[src/hw/ecc_pkg.sv]
package ecc_pkg;
    // register byte offsets
    localparam logic [11:0] ECC_TCTRL_OFF = 12'h000;
    localparam logic [11:0] ECC_TIMER_OFF = 12'h004;
    localparam logic [11:0] ECC_PEND_OFF = 12'h008;
    localparam logic [11:0] ECC_MASK_OFF = 12'h00c;
    localparam logic [11:0] ECC_CH_BASE = 12'h040;
    localparam logic [11:0] ECC_CH_STRIDE = 12'h010;
    localparam logic [11:0] ECC_CON_OFF = 12'h000;
    localparam logic [11:0] ECC_TIME_OFF = 12'h004;
    localparam logic [11:0] ECC_CMP_OFF = 12'h008;

    // timer control fields
    localparam int ECC_TW = 16;
    localparam int ECC_TC_RUN = 0;
    localparam int ECC_TC_DOWN = 1;
    localparam int ECC_TC_PRE_LSB = 8;
    localparam int ECC_TC_PRE_W = 8;

    // channel control fields
    localparam int ECC_CON_W = 6;
    localparam int ECC_CON_OVW = 0;
    localparam int ECC_CON_CAPEN = 1;
    localparam int ECC_CON_RISE = 2;
    localparam int ECC_CON_FALL = 3;
    localparam int ECC_CON_CMPEN = 4;
    localparam int ECC_CON_TRST = 5;
    localparam int ECC_CON_TFULL = 8;
    localparam int ECC_CON_BFULL = 9;

    // pending and mask layout: channel bits low, overrun bits from here up
    localparam int ECC_PEND_OVR_LSB = 16;

    // reset values
    localparam logic [31:0] ECC_DATA_RST = 32'h0000_0000;

    // bus handshake states, gray coded
    typedef enum logic [1:0] {
        ECC_BUS_IDLE = 2'b00,
        ECC_BUS_ACK = 2'b01
    } ecc_bus_t;

    // true when address a selects register sub of channel i
    function automatic logic ecc_ch_hit(input logic [11:0] a, input int i, input logic [11:0] sub);
        logic [11:0] base;
        base = 12'(ECC_CH_BASE + ECC_CH_STRIDE * 12'(i));
        return a == 12'(base + sub);
    endfunction
endpackage

[src/hw/ecc_cap_if.sv]
`timescale 1ns/1ps
interface ecc_cap_if #(parameter int TW = 16);
    logic edge_stb;
    logic [TW-1:0] stamp;
    logic overwrite;
    logic rd_stb;
    logic [TW-1:0] time_q;
    logic time_full;
    logic buf_full;
    logic xfer_stb;
    logic ovr_stb;

    modport chan (
        input edge_stb, stamp, overwrite, rd_stb,
        output time_q, time_full, buf_full, xfer_stb, ovr_stb
    );
    modport ctl (
        output edge_stb, stamp, overwrite, rd_stb,
        input time_q, time_full, buf_full, xfer_stb, ovr_stb
    );
endinterface

[src/hw/ecc_capture_chan.sv]
`timescale 1ns/1ps
module ecc_capture_chan #(
    parameter int TW = 16
) (
    // clock and reset
    input wire logic pclk,
    input wire logic presetn,
    // capture channel link
    ecc_cap_if.chan cp
);
    typedef struct packed {
        logic [TW-1:0] time_v;
        logic [TW-1:0] buf_v;
        logic tfull;
        logic bfull;
    } ecc_cap_st_t;

    ecc_cap_st_t s_r;
    ecc_cap_st_t s_nxt;
    logic xfer;
    logic ovr;

    // read pop first, then the edge sees the updated occupancy
    always_comb begin
        s_nxt = s_r;
        xfer = 1'b0;
        ovr = 1'b0;
        if (cp.rd_stb) begin
            if (s_r.bfull) begin
                s_nxt.time_v = s_r.buf_v;
                s_nxt.bfull = 1'b0;
                xfer = 1'b1;
            end else begin
                s_nxt.tfull = 1'b0;
            end
        end
        // a read and an edge in one cycle both land, so no pending bit is lost
        if (cp.edge_stb) begin
            if (!s_nxt.tfull) begin
                s_nxt.time_v = cp.stamp;
                s_nxt.tfull = 1'b1;
                xfer = 1'b1;
            end else if (!s_nxt.bfull) begin
                s_nxt.buf_v = cp.stamp;
                s_nxt.bfull = 1'b1;
            end else begin
                ovr = 1'b1;
                if (cp.overwrite) begin
                    s_nxt.buf_v = cp.stamp;
                end
                // overwrite clear: the edge is dropped
            end
        end
    end

    // state register
    always_ff @(posedge pclk or negedge presetn) begin
        if (!presetn) begin
            s_r <= '0;
        end else begin
            s_r <= s_nxt;
        end
    end

    // link outputs
    assign cp.time_q = s_r.time_v;
    assign cp.time_full = s_r.tfull;
    assign cp.buf_full = s_r.bfull;
    assign cp.xfer_stb = xfer;
    assign cp.ovr_stb = ovr;
endmodule

[src/hw/ecc_top.sv]
`timescale 1ns/1ps
// Functional notes
// - A software timer write and a channel-driven timer reset in the same cycle have no promised winner; here the reset wins.
// - A compare match is flagged only when the timer counts up or down onto the compare value.
// - A timer reset to zero never makes a match, even with a compare value of zero.
// - With overwrite set, an edge arriving on a full channel replaces the buffered capture.
// - Overwrite, overrunning edges and a time read in the same instant may meet; this design loses no pending bit then.
// - An edge that arrives while both time register and buffer are full is an overrun.
// - Reading the capture time moves the buffered value into it and empties the buffer.
// - The channel pending bit is set by the move into the time register, not by the pin edge.
// - With overwrite clear and both stores full, further edges are ignored until the time is read.
// - An overrun sets the channel overrun flag in the overrun pending register.
module ecc_top
    import ecc_pkg::*;
#(
    parameter int NCH = 4,
    parameter int TW = ECC_TW
) (
    // clock and reset
    input wire logic pclk,
    input wire logic presetn,
    // apb slave
    input wire logic psel,
    input wire logic penable,
    input wire logic pwrite,
    input wire logic [11:0] paddr,
    input wire logic [31:0] pwdata,
    output logic [31:0] prdata,
    output logic pready,
    output logic pslverr,
    // event input pins
    input wire logic [NCH-1:0] evt_pin,
    // interrupt
    output logic irq
);
    typedef struct packed {
        ecc_bus_t bus;
        logic [31:0] rdata;
        logic err;
        logic [TW-1:0] timer;
        logic [ECC_TC_PRE_W-1:0] pre_cnt;
        logic [ECC_TC_PRE_W-1:0] pre;
        logic run;
        logic down;
        logic [NCH-1:0][ECC_CON_W-1:0] con;
        logic [NCH-1:0][TW-1:0] cmp;
        logic [NCH-1:0] pend_ch;
        logic [NCH-1:0] pend_ovr;
        logic [NCH-1:0] mask_ch;
        logic [NCH-1:0] mask_ovr;
        logic [NCH-1:0] pin_prev;
        logic irq;
    } ecc_state_t;

    ecc_state_t st_r;
    ecc_state_t st_nxt;
    logic [NCH-1:0] edge_stb;
    logic [NCH-1:0] rd_stb;
    logic [NCH-1:0] xfer;
    logic [NCH-1:0] ovr;
    logic [NCH-1:0] tfull;
    logic [NCH-1:0] bfull;
    logic [NCH-1:0][TW-1:0] time_q;
    logic setup_rd;

    ecc_cap_if #(.TW(TW)) cap_if[NCH] ();

    // a read of a time register pops it on the edge that latches read data
    assign setup_rd = psel && penable && !pwrite && (st_r.bus == ECC_BUS_IDLE);

    // per-channel edge detect and capture units
    for (genvar g = 0; g < NCH; g++) begin : g_ch
        assign edge_stb[g] = st_r.con[g][ECC_CON_CAPEN]
            && ((evt_pin[g] && !st_r.pin_prev[g] && st_r.con[g][ECC_CON_RISE])
            || (!evt_pin[g] && st_r.pin_prev[g] && st_r.con[g][ECC_CON_FALL]));
        assign rd_stb[g] = setup_rd && ecc_ch_hit(paddr, g, ECC_TIME_OFF);
        assign cap_if[g].edge_stb = edge_stb[g];
        assign cap_if[g].stamp = st_r.timer;
        assign cap_if[g].overwrite = st_r.con[g][ECC_CON_OVW];
        assign cap_if[g].rd_stb = rd_stb[g];
        assign xfer[g] = cap_if[g].xfer_stb;
        assign ovr[g] = cap_if[g].ovr_stb;
        assign tfull[g] = cap_if[g].time_full;
        assign bfull[g] = cap_if[g].buf_full;
        assign time_q[g] = cap_if[g].time_q;
        ecc_capture_chan #(.TW(TW)) u_cap (
            .pclk(pclk),
            .presetn(presetn),
            .cp(cap_if[g].chan)
        );
    end

    // next-state logic: bus, timer, compare, pending and interrupt
    always_comb begin
        logic tick;
        logic hit;
        logic wr;
        logic trst;
        logic [31:0] rd;
        logic [TW-1:0] cnt_val;
        logic [NCH-1:0] match;
        logic [NCH-1:0] clr_ch;
        logic [NCH-1:0] clr_ovr;
        tick = 1'b0;
        hit = 1'b0;
        wr = 1'b0;
        trst = 1'b0;
        rd = ECC_DATA_RST;
        cnt_val = '0;
        match = '0;
        clr_ch = '0;
        clr_ovr = '0;
        st_nxt = st_r;
        st_nxt.pin_prev = evt_pin;

        // register decode and read mux
        if (paddr == ECC_TCTRL_OFF) begin
            hit = 1'b1;
            rd[ECC_TC_RUN] = st_r.run;
            rd[ECC_TC_DOWN] = st_r.down;
            rd[ECC_TC_PRE_LSB +: ECC_TC_PRE_W] = st_r.pre;
        end else if (paddr == ECC_TIMER_OFF) begin
            hit = 1'b1;
            rd[TW-1:0] = st_r.timer;
        end else if (paddr == ECC_PEND_OFF) begin
            hit = 1'b1;
            rd[NCH-1:0] = st_r.pend_ch;
            rd[ECC_PEND_OVR_LSB +: NCH] = st_r.pend_ovr;
        end else if (paddr == ECC_MASK_OFF) begin
            hit = 1'b1;
            rd[NCH-1:0] = st_r.mask_ch;
            rd[ECC_PEND_OVR_LSB +: NCH] = st_r.mask_ovr;
        end
        for (int i = 0; i < NCH; i++) begin
            if (ecc_ch_hit(paddr, i, ECC_CON_OFF)) begin
                hit = 1'b1;
                rd[ECC_CON_W-1:0] = st_r.con[i];
                rd[ECC_CON_TFULL] = tfull[i];
                rd[ECC_CON_BFULL] = bfull[i];
            end else if (ecc_ch_hit(paddr, i, ECC_TIME_OFF)) begin
                hit = 1'b1;
                rd[TW-1:0] = time_q[i];
            end else if (ecc_ch_hit(paddr, i, ECC_CMP_OFF)) begin
                hit = 1'b1;
                rd[TW-1:0] = st_r.cmp[i];
            end
        end

        // two-phase handshake: data latched on entry to ack, writes on leaving it
        case (st_r.bus)
            ECC_BUS_IDLE: begin
                if (psel && penable) begin
                    st_nxt.bus = ECC_BUS_ACK;
                    st_nxt.rdata = pwrite ? ECC_DATA_RST : rd;
                    st_nxt.err = !hit;
                end
            end
            ECC_BUS_ACK: begin
                st_nxt.bus = ECC_BUS_IDLE;
                st_nxt.rdata = ECC_DATA_RST;
                st_nxt.err = 1'b0;
                wr = psel && penable && pwrite;
            end
            default: begin
                st_nxt.bus = ECC_BUS_IDLE;
            end
        endcase

        // register writes
        if (wr) begin
            if (paddr == ECC_TCTRL_OFF) begin
                st_nxt.run = pwdata[ECC_TC_RUN];
                st_nxt.down = pwdata[ECC_TC_DOWN];
                st_nxt.pre = pwdata[ECC_TC_PRE_LSB +: ECC_TC_PRE_W];
            end
            if (paddr == ECC_PEND_OFF) begin
                clr_ch = pwdata[NCH-1:0];
                clr_ovr = pwdata[ECC_PEND_OVR_LSB +: NCH];
            end
            if (paddr == ECC_MASK_OFF) begin
                st_nxt.mask_ch = pwdata[NCH-1:0];
                st_nxt.mask_ovr = pwdata[ECC_PEND_OVR_LSB +: NCH];
            end
            for (int i = 0; i < NCH; i++) begin
                if (ecc_ch_hit(paddr, i, ECC_CON_OFF)) begin
                    st_nxt.con[i] = pwdata[ECC_CON_W-1:0];
                end
                if (ecc_ch_hit(paddr, i, ECC_CMP_OFF)) begin
                    st_nxt.cmp[i] = pwdata[TW-1:0];
                end
            end
        end

        // prescaler gives one count enable per period
        if (st_r.run) begin
            tick = (st_r.pre_cnt == st_r.pre);
            st_nxt.pre_cnt = tick ? '0 : ECC_TC_PRE_W'(st_r.pre_cnt + 1'b1);
        end
        cnt_val = st_r.down ? TW'(st_r.timer - 1'b1) : TW'(st_r.timer + 1'b1);

        // matches only from counting; loads and resets never compare
        for (int i = 0; i < NCH; i++) begin
            match[i] = tick && st_r.con[i][ECC_CON_CMPEN] && (cnt_val == st_r.cmp[i]);
            trst = trst || (st_r.con[i][ECC_CON_TRST] && (match[i] || edge_stb[i]));
        end

        // timer: count, then software load, then channel reset wins
        if (tick) begin
            st_nxt.timer = cnt_val;
        end
        if (wr && paddr == ECC_TIMER_OFF) begin
            st_nxt.timer = pwdata[TW-1:0];
        end
        if (trst) begin
            st_nxt.timer = '0;
        end

        // sticky pending bits, a set beats a same-cycle clear
        st_nxt.pend_ch = (st_r.pend_ch & ~clr_ch) | xfer | match;
        st_nxt.pend_ovr = (st_r.pend_ovr & ~clr_ovr) | ovr;
        st_nxt.irq = |({st_nxt.pend_ovr, st_nxt.pend_ch} & {st_nxt.mask_ovr, st_nxt.mask_ch});
    end

    // state register
    always_ff @(posedge pclk or negedge presetn) begin
        if (!presetn) begin
            st_r <= '0;
        end else begin
            st_r <= st_nxt;
        end
    end

    // outputs straight from flops
    assign prdata = st_r.rdata;
    assign pready = st_r.bus[0]; // only the ack state has bit 0 set, so ready is a bare flop
    assign pslverr = st_r.err;
    assign irq = st_r.irq;
endmodule

[config.mk]
export PLATFORM = sky130hd
export DESIGN_NAME = ecc_top
export DESIGN_NICKNAME = d
export VERILOG_FILES = /design/src/hw/ecc_pkg.sv /design/src/hw/ecc_cap_if.sv /design/src/hw/ecc_capture_chan.sv /design/src/hw/ecc_top.sv
export SDC_FILE = /design/constraint.sdc
export NUM_CORES = 1
export LEC_CHECK = 0
export BUFFER_PORTS_ARGS = -buffer_cell sky130_fd_sc_hd__clkbuf_2
export CAP_MARGIN = 20
export CORE_UTILIZATION = 55
export DETAILED_ROUTE_END_ITERATION = 8
export GPL_TIMING_DRIVEN = 0
export HOLD_SLACK_MARGIN = 0.05
export PLACE_DENSITY_LB_ADDON = 0.1
export REMOVE_ABC_BUFFERS = 1
export SLEW_MARGIN = 20
export SYNTH_ARGS = -nofsm -noshare
export SYNTH_HDL_FRONTEND = slang
export SYNTH_SLANG_ARGS = --single-unit
[constraint.sdc]
create_clock -name pclk -period 4.9 [get_ports pclk]
set_clock_uncertainty 0.05 [all_clocks]
set_input_delay 0.49 -clock pclk [delete_from_list [all_inputs] [get_ports pclk]]
set_output_delay 0.49 -clock pclk [all_outputs]
set_load 0.05 [all_outputs]
==> results of run 1 <==
-- area by class of cell --
type | instances | area [µm²] | area share, %
clock buffers | 51 | 1036 | 5.489
repair buffers | 88 | 684.4 | 3.626
clock inverters | 10 | 127.6 | 0.6762
multi-input cells | 1211 | 8884 | 47.07
well taps | 396 | 495.5 | 2.625
flip-flops and latches | 301 | 7535 | 39.92
inverters | 30 | 112.6 | 0.5966
-- final timing paths --
kind | from | to | slack, ns | cells past startpoint
setup / recovery | st_r[109] | cap_if[0].stamp[3] | 0.04 | 12
hold / removal | evt_pin[2] | st_r[3] | 0.07 | 1
setup reg to reg | st_r[109] | cap_if[0].stamp[3] | 0.04 | 12
hold reg to reg | prdata[4] | prdata[4] | 0.42 | 2
max in group asynchronous | presetn | g_ch[1].u_cap.cp.time_q[13] | 2.71 | 5
min in group asynchronous | presetn | st_r[104] | 0.46 | 2
-- logic make-up (layout without fill, tap and decap cells) --
logic type      after synthesis  count (layout)
mux                         236             236
other cells                   1              12
fa+ha+maj                    20              20
compound gates              388             388
flops                       301             301
xor+xnor                     76              76
buf+inv                     181             179
simple gates                479             479
-- routing by layer --
metal / global-route usage [%] / wire, µm / up-vias
met5: 0 / 0 / -
met4: 17.45 / 3106 / 0
met3: 5.677 / 4287 / 161
met2: 58.79 / 26470 / 708
met1: 49.62 / 24060 / 7004
li1: - / - / 6186
-- power breakdown --
group	internal, W	switching [W]	leakage (nW)	total (W)
registers	0.00249	0.00000798	4.14	0.00250
logic	0.0000739	0.000199	4.46	0.000273
clock network	0.00158	0.00105	0.569	0.00263
-- sequential cells by signal (all words and copies together), names as in the netlist --
name and flops:
cap_if.overwrite 4, cap_if.stamp 16, g_ch.u_cap.cp.buf_full 4, g_ch.u_cap.cp.time_full 4
g_ch.u_cap.cp.time_q 64, g_ch.u_cap.s_r 64, irq 1, prdata 20
pready 1, pslverr 1, st_r 122
-- synth_stat cells (10+ instances only) --
library cell	number	share of area [%]
a2111oi_0	10	0.51
a21o_1	12	0.53
a21oi_1	73	2.1
a221oi_1	18	0.93
a222oi_1	19	1.1
a22o_1	10	0.51
a22oi_1	29	1.3
a31oi_1	13	0.48
and2_1	11	0.40
and3_1	14	0.51
buf_2	13	0.38
buf_4	34	1.5
clkbuf_1	95	2.1
dfrtp_1	301	44
ha_1	15	1.1
inv_1	30	0.66
mux2_2	163	11
mux2i_1	73	4.3
nand2_1	151	3.3
nand2b_1	13	0.48
nand3_1	30	0.88
nand4_1	24	0.88
nor2_1	104	2.3
nor3_1	36	1.1
nor4_1	25	0.92
nor4b_1	10	0.51
o211ai_1	13	0.57
o21ai_0	82	2.4
o221ai_1	11	0.57
o22ai_1	12	0.44
or3_1	11	0.40
xnor2_1	35	1.8
xor2_1	38	2.0
-- layout by cell type, fill, tap and decap left out, drive strengths merged, types with 9 or more instances in the layout --
master,instances
nand3,31
nor4,27
nand2b,13
a22o,10
a221oi,19
o221ai,11
o211ai,13
a31oi,13
or3,11
nor3,37
and3,14
o2111ai,9
nor2,105
clkbuf,114
or4,9
xnor2,35
mux2,163
ha,15
a211oi,9
a21o,12
conb,12
a22oi,29
and2,13
a2111oi,10
nand2,152
nand3b,9
o21ai,84
a222oi,19
mux2i,73
nor4b,10
o22ai,13
nand4,24
a21oi,73
xor2,38
buf,22
inv,32
dfrtp,301
-- what timing repair did --
item	4_1_cts	5_1_grt
endpoints found under the setup margin	21	16
hold buffers	3	0
cloned	0	0
hold endpoints to repair	59	0
pin swaps	1	1
resized for setup	8	2
setup buffers	3	0
-- worst max-delay path: cells and delay by family, from the launching register on --
| family | cells | cell delay [ns] |
|---|---|---|
| adders and majority gates | 1 | 0.53 |
| buffers and inverters | 2 | 0.34 |
| AOI/OAI and AO/OA | 5 | 2.01 |
| and+or+nand+nor | 4 | 1.08 |
| DFF | 1 | 0.69 |
-- per-stage QoR --
| stage | setup slack [ns] | utilization [%] | cell area (µm²) | TNS [ns] | cells |
|---|---|---|---|---|---|
| floorplan | 0.7101 | - | 16340 | 0 | 1542 |
| global placement | -3.162 | 56.22 | 17150 | -1084.80 | 2001 |
| detailed placement | -1.028 | 57.66 | 17590 | -16.39 | 2020 |
| CTS | 0.09833 | 61.79 | 18850 | 0 | 2087 |
| global route | 0.01034 | 61.86 | 18870 | 0 | 2087 |
| finish | 0.04088 | 61.86 | 18870 | 0 | 2087 |
==> metrics.txt, run 1 <==
syn avg cell area=10.12 µm²; Peak Freq=205.8 MHz; clk buf depth=3; Final min period=4.859 ns; area grow syn2layout=10.85%; Vias=14060; dpl hpwl=43.39 mm; status=finished, final reports clean; tightest hold margin=0.07285 ns; clk slew on worst S/H paths=0.06 ns; Cell variety after synth=92; final max-slew violation count=0; Arrival @ worst endpoint=5.19 ns; peak supply drop=0.0002643 V; startpoint types=flip-flop; clock sinks=301; ratio of cells with drive above 1 in the final layout=20.82%; root buffer cell=clkbuf_16; H-tree Lvls=2; Gate Count Post-Synth=1682; DR WL/cell=27.75 µm; Placer Congestion=0.9751; Die ar.=0.03166 mm²; Port Buffers=63; Initial Utilization=55.81%; sequential area share after synthesis=44.24%; vias in the first global route=13310; initial antenna violation count=0; DRC=0; CP cell instances=inv_1 > fa_1 > nand2b_1 > a21o_1 > a311o_1 > a2111oi_1 > o2111ai_1 > nor4_1 > nand4_1 > o22ai_4 > buf_12 > nor4b_1; core area=0.03051 mm²; mux cell area share after synthesis=15.07%; Crit. End Element=flip-flop; asr flop ratio synth=100.0%; Post-Syn Area=0.01703 mm²; CTS tree=yes; total power=0.005402 W; largest net degree at the start of global routing=89; RSZ-0062 raised after global routing=false; yosys warns=0; Post-Synth XOR/XNOR Area=4.159%; combinational family with the most area after synthesis=compound AO/OA/AOI/OAI gates; grt ovf=0; final hold vios=0; Hold Path Class=input pin to flip-flop; period utilisation layout=99.17%; die width=177.9 µm; Critical-path top delay cell=a2111oi_1; Post-synth EDFFs=0; die height=177.9 µm; first-pass GRT wire length=85.28 mm; Worst-Skew Late Latency=0.52 ns; leakage power=9.163 nW; CP max stage delay=0.78 ns; cell row count=64; required time of the critical path=5.23 ns; crit-path max FO=18; antenna-violating nets left=0; Final Net Count=1735; adder-cell share of the synthesized area=1.455%; compound-gate portion of the synthesized area=15.94%; gr usage total=37.03%; drt initial violations=1672; Fillers=2552; Slew @ Worst Pin=1.160 ns; IO Pins=88; Setup Crit Path Kind=flip-flop to flip-flop; ant diodes=0; pwr/cell area=286.2 mW/mm²; Num CTS Buffers=34; Seq cells post-synth=301; simple-gate area share of the yosys netlist=14.19%; slew margin rel.=22.07%; Synth Flop Type=dfrtp_1; Initial DRT Pass Iterations=6; Final setup viols=0; final WL=57.92 mm; vias per cell=6.736; reported max-cap violation count=0
Note: power is estimated with default switching activity, not from simulation.
==> run 2, diff against run 1 <==
--- a/config.mk
+++ b/config.mk
@@ -10,9 +10,9 @@
 export CORE_UTILIZATION = 55
 export DETAILED_ROUTE_END_ITERATION = 8
 export GPL_TIMING_DRIVEN = 0
-export HOLD_SLACK_MARGIN = 0.05
 export PLACE_DENSITY_LB_ADDON = 0.1
 export REMOVE_ABC_BUFFERS = 1
+export SETUP_SLACK_MARGIN = 0.05
 export SLEW_MARGIN = 20
 export SYNTH_ARGS = -nofsm -noshare
 export SYNTH_HDL_FRONTEND = slang
==> run 2 against run 1 <==
Net effect:
- global-route usage unchanged
- non-clock buffer count unchanged
- register-to-register slack better by 0.05 ns
- final cell count unchanged
- total power down 0.12%
- sequential power about the same
- clock-buffer cell count unchanged
- routed wire length about the same
- critical endpoint unchanged
- largest cell class unchanged
- largest power group unchanged
- highest routed layer unchanged
==> metrics.txt, run 2 (same netlist as run 1, synthesis figures left out) <==
ratio of cells with drive above 1 in the final layout=20.93%; metal3 WL=4.401 mm; RSZ-0062 raised after global routing=false; die height=177.9 µm; final hold vios=0; status=finished, final reports clean; Switch Pwr=0.001252 W; Vias=14050; Port Buffers=63; Worst-Skew Late Latency=0.52 ns; Arrival @ worst endpoint=5.13 ns; H-tree Lvls=2; HP Start=evt_pin[1]; first-pass GRT wire length=85.26 mm; die width=177.9 µm; R2R Setup Slk=0.09 ns; core area=0.03051 mm²; final WL=57.94 mm; Final min period=4.807 ns; initial antenna violation count=0; sequential share of power=46.3%; leakage power=9.163 nW; Hold EP=st_r[2]; vias in the first global route=13310; Critical-path top delay cell=a2111oi_1; clk buf depth=3; max FFs per register=122; Num CTS Buffers=34; Reg2Reg Depth=12; Crit. End Element=flip-flop; r2r startpoint=cap_if[0].stamp[1]; clock sinks=301; Util after Layout=61.86%; clk slew on worst S/H paths=0.06 ns; register name with the most flops=st_r; post-place setup slack=-1.028 ns; Initial DRT Pass Iterations=6; antenna-violating nets left=0; total power=0.005396 W; grt ovf=0; met1 wire length=23.83 mm; pwr/cell area=285.9 mW/mm²; Die ar.=0.03166 mm²; CP cell instances=inv_1 > fa_1 > nand2b_1 > a21o_1 > a311o_1 > a2111oi_1 > o2111ai_1 > nor4_1 > nand4_1 > o22ai_4 > buf_12 > nor4b_1; most frequent cells in the layout=299 x dfrtp_1, 163 x mux2_2, 148 x nand2_1; final max-slew violation count=0; reported max-cap violation count=0; period utilisation layout=98.10%; startpoint types=flip-flop; Final Net Count=1735; ant diodes=0; cell row count=64; combinational power share=5.1%; Slew @ Worst Pin=1.243 ns; CP max stage delay=0.78 ns; dpl hpwl=43.39 mm; drt initial violations=1652; WL met2=26.59 mm; gr usage total=37.03%; Reg-to-Reg End=cap_if[0].stamp[3]; Peak Freq=208.0 MHz; root buffer cell=clkbuf_16; IO Pins=88; post-layout worst setup margin=0.09290 ns; slew margin rel.=16.81%; Clk network pwr share=48.6%; Placer Congestion=0.9751; hold depth=1; Setup Crit Path Kind=flip-flop to flip-flop; area grow syn2layout=10.84%; DR WL/cell=27.76 µm; Initial Utilization=55.81%; CTS tree=yes; Max Used Layer=met4; crit-path max FO=16; largest net degree at the start of global routing=89; peak supply drop=0.0002622 V; required time of the critical path=5.22 ns; DRC=0; switching portion of total power=23.20%; vias per cell=6.731; Hold Path Class=input pin to flip-flop; Final setup viols=0; Power Internal=0.004144 W; most common cell after layout, fill and taps aside=dfrtp_1
-- run 2: worst max-delay path by stage --
stage                        from               endpoint  slack, ns  cells past startpoint
2_1_floorplan              pready  g_ch[1].u_cap.s_r[10]       0.71                      6
3_3_place_gp              presetn  g_ch[1].u_cap.s_r[13]      -3.16                      1
3_5_place_dp            st_r[109]     cap_if[0].stamp[3]      -1.03                     10
4_1_cts                 st_r[109]     cap_if[0].stamp[3]        0.1                     12
5_1_grt        cap_if[0].stamp[1]     cap_if[0].stamp[3]       0.06                     12
6_report       cap_if[0].stamp[1]     cap_if[0].stamp[3]       0.09                     12
-- run 2: routing by layer --
metal	up-vias	global-route usage (%)
met5	-	0
met4	0	17.45
met3	165	5.677
met2	698	58.79
met1	7003	49.62
li1	6182	-
-- run 2: layout make-up --
type | count | area [µm²]
Tap cell | 396 | 495.5
Multi-Input combinational cell | 1211 | 8884
Clock buffer | 51 | 1036
Inverter | 30 | 112.6
Sequential cell | 301 | 7537
Fill cell | 2556 | 11640
Clock inverter | 10 | 127.6
Timing Repair Buffer | 88 | 679.4
-- run 2: through the flow --
stage | instances | hold WS [ns] | cell area (µm²) | setup TNS (ns)
floorplan | 1542 | 0.1444 | 16340 | 0
global placement | 2001 | 0.4085 | 17150 | -1084.80
detailed placement | 2020 | 0.4094 | 17590 | -16.39
CTS | 2085 | 0.04577 | 18830 | 0
global route | 2087 | 0.05923 | 18870 | 0
finish | 2087 | 0.06148 | 18870 | 0
-- run 2: power groups by stage --
stage / Clock (W) / Sequential, W / Combinational, W
after floorplan: 0 / 0.00255 / 0.000112
after global placement: 0 / 0.00254 / 0.000245
after detailed placement: 0 / 0.00254 / 0.000266
after CTS: 0.00266 / 0.00250 / 0.000269
after global routing: 0.00275 / 0.00250 / 0.000297
final: 0.00262 / 0.00250 / 0.000274
-- run 2: worst max-delay path: cells and delay by family, from the launching register on --
kind                     cells  cell delay (ns)
flip-flops                   1             0.75
adder cells (fa/ha/maj)      1             0.48
buffers and inverters        2             0.32
AND/OR/NAND/NOR              4             1.04
AO/OA/AOI/OAI                5             2.00
-- run 2: what timing repair did --
item / in CTS / in global routing
hold buffers: 1 / 0
setup endpoints to repair: 21 / 17
gates resized for setup: 8 / 3
pin swaps: 1 / 1
setup buffers: 3 / 2
endpoints found under the hold margin: 57 / 0
==> run 3, diff against run 2 <==
--- a/config.mk
+++ b/config.mk
@@ -5,7 +5,7 @@
 export SDC_FILE = /design/constraint.sdc
 export NUM_CORES = 1
 export LEC_CHECK = 0
-export BUFFER_PORTS_ARGS = -buffer_cell sky130_fd_sc_hd__clkbuf_2
+export BUFFER_PORTS_ARGS = -buffer_cell sky130_fd_sc_hd__buf_2
 export CAP_MARGIN = 20
 export CORE_UTILIZATION = 55
 export DETAILED_ROUTE_END_ITERATION = 8
==> constraint.sdc (replaced) <==
create_clock -name pclk -period 6.25 [get_ports pclk]
set_clock_uncertainty 0.05 [all_clocks]
set_input_delay 0.625 -clock pclk [delete_from_list [all_inputs] [get_ports pclk]]
set_output_delay 0.625 -clock pclk [all_outputs]
set_load 0.05 [all_outputs]
==> run 3 against run 2 <==
Net effect:
- via count shrank 0.13%
- sequential cell count is the same
- sequential power shrank 22%
- maximum frequency shrank 17%
- routed wire length grew 0.53%
- highest routed layer unchanged
==> metrics.txt, run 3 (same netlist as run 1, synthesis figures left out) <==
Crit. End Element=flip-flop; Fillers=2556; clock sinks=301; clk buf depth=3; startpoint types=flip-flop; area of the multi-input gates=0.008846 mm²; CP cell instances=ha_1 > o21ai_0 > a21oi_2 > o21ai_0 > and3_1 > a2111oi_0 > nor4b_1 > a41oi_1 > o22ai_2 > nor3_1; final max-slew violation count=0; status=finished, final reports clean; Arrival @ worst endpoint=6.08 ns; first-pass GRT wire length=85.99 mm; IO Pins=88; gr usage total=37.18%; most common cell after layout, fill and taps aside=dfrtp_1; largest net degree at the start of global routing=101; setup TNS=0 ns; root buffer cell=clkbuf_16; r2r startpoint=st_r[109]; crit path to=cap_if[0].stamp[0]; cell row count=64; tightest hold margin=0.1967 ns; Hold Path Class=input pin to flip-flop; Port Buffers=63; core area=0.03051 mm²; H-tree Lvls=2; Reg-to-Reg End=cap_if[0].stamp[0]; period utilisation layout=92.55%; Num CTS Buffers=35; Die ar.=0.03166 mm²; max FFs per register=122; R2R Setup Slk=0.47 ns; ratio of cells with drive above 1 in the final layout=19.86%; Worst-Skew Late Latency=0.52 ns; grt ovf=0; cell count along the critical path=10; leakage power=9.078 nW; CTS tree=yes; die height=177.9 µm; Reg2Reg Depth=10; drt initial violations=1592; initial antenna violation count=0; RSZ-0062 raised after global routing=false; Initial DRT Pass Iterations=6; vias in the first global route=13270; Placer Congestion=0.9677; final instance area=0.01864 mm²; Setup Crit Path Kind=flip-flop to flip-flop; DR WL/cell=28.10 µm; Slew @ Worst Pin=1.220 ns; area grow syn2layout=9.458%; Final Net Count=1728; final WL=58.25 mm; required time of the critical path=6.55 ns; Initial Utilization=55.81%; register name with the most flops=st_r; Peak Freq=172.9 MHz; Critical-path top delay cell=dfrtp_1; clk slew on worst S/H paths=0.05 ns; CP max stage delay=0.93 ns; Final setup viols=0; slew margin rel.=18.24%; most frequent cells in the layout=301 x dfrtp_1, 163 x mux2_2, 148 x nand2_1; Final min period=5.784 ns; dpl hpwl=42.76 mm; crit-path max FO=21; final hold vios=0; DRC=0; Vias=14030; Reg area=0.007532 mm²; reported max-cap violation count=0; Largest delay share family, worst path=compound AO/OA/AOI/OAI gates; pwr/cell area=223.4 mW/mm²; DP Area=0.01754 mm²; Critical Path Start=st_r[109]; number of buffers and inverters on the critical path=0; ant diodes=0; most frequent CP cell=o21ai_0; vias per cell=6.768; hold depth=1; peak supply drop=0.0002418 V; antenna-violating nets left=0; die width=177.9 µm
## run 3: changes by cell type in the layout (fill, tap and decap cells not counted), sizes merged
cell,previous run,this run
buf,24,79
clkbuf,114,50
clkinv,4,2
clkinvlp,2,0
inv,32,31
## run 3: per-layer routing
metal	vias up	wire length [µm]	global-route usage, %	part of all wire, %
met3	156	4618	7.434	7.9
met2	693	27140	59.78	47
met4	0	2708	15.78	4.6
met5	-	0	0	0
li1	6159	-	-	-
met1	7022	23780	48.69	41
## run 3: timing repair
item / in CTS / in global routing
setup endpoints to repair: 0 / 16
hold endpoints to repair: 44 / 0
resized for setup: 0 / 1
setup buffers: 0 / 0
hold buffers: 1 / 0
## run 3: report_power, final
part / total (W) / switching [W] / internal (W)
combinational: 0.000211 / 0.000154 / 0.0000564
clock: 0.00199 / 0.000804 / 0.00119
sequential: 0.00196 / 0.00000614 / 0.00195
total: 0.00416 / 0.000965 / 0.00320
## run 3: metrics by stage
| step | instances | power [W] | setup slack, ns | util [%] |
|---|---|---|---|---|
| 3_3_place_gp | 2001 | 0.002185 | -1.239 | 56.22 |
| 3_5_place_dp | 2017 | 0.002201 | 0.3963 | 57.48 |
| 6_report | 2073 | 0.004163 | 0.4657 | 61.09 |
| 4_1_cts | 2073 | 0.004180 | 0.3692 | 61.07 |
| 5_1_grt | 2073 | 0.004284 | 0.2484 | 61.09 |
| 2_1_floorplan | 1542 | 0.002084 | 2.060 | - |
## run 3: worst min path at each step
stage               start                  end  slack (ns)
2_1_floorplan     presetn  cap_if[0].overwrite        0.28
3_3_place_gp    prdata[4]            prdata[4]        0.40
3_5_place_dp    prdata[4]            prdata[4]        0.41
4_1_cts        evt_pin[2]              st_r[3]        0.19
5_1_grt        evt_pin[2]              st_r[3]        0.19
6_report       evt_pin[2]              st_r[3]        0.20
## run 3: cell type report
class | instances | share of cell area [%]
flip-flops and latches | 301 | 40.42
inverters | 30 | 0.6042
clock buffers | 50 | 5.378
repair buffers | 80 | 3.035
multi-input cells | 1211 | 47.47
well taps | 396 | 2.659
clock inverters | 5 | 0.4431
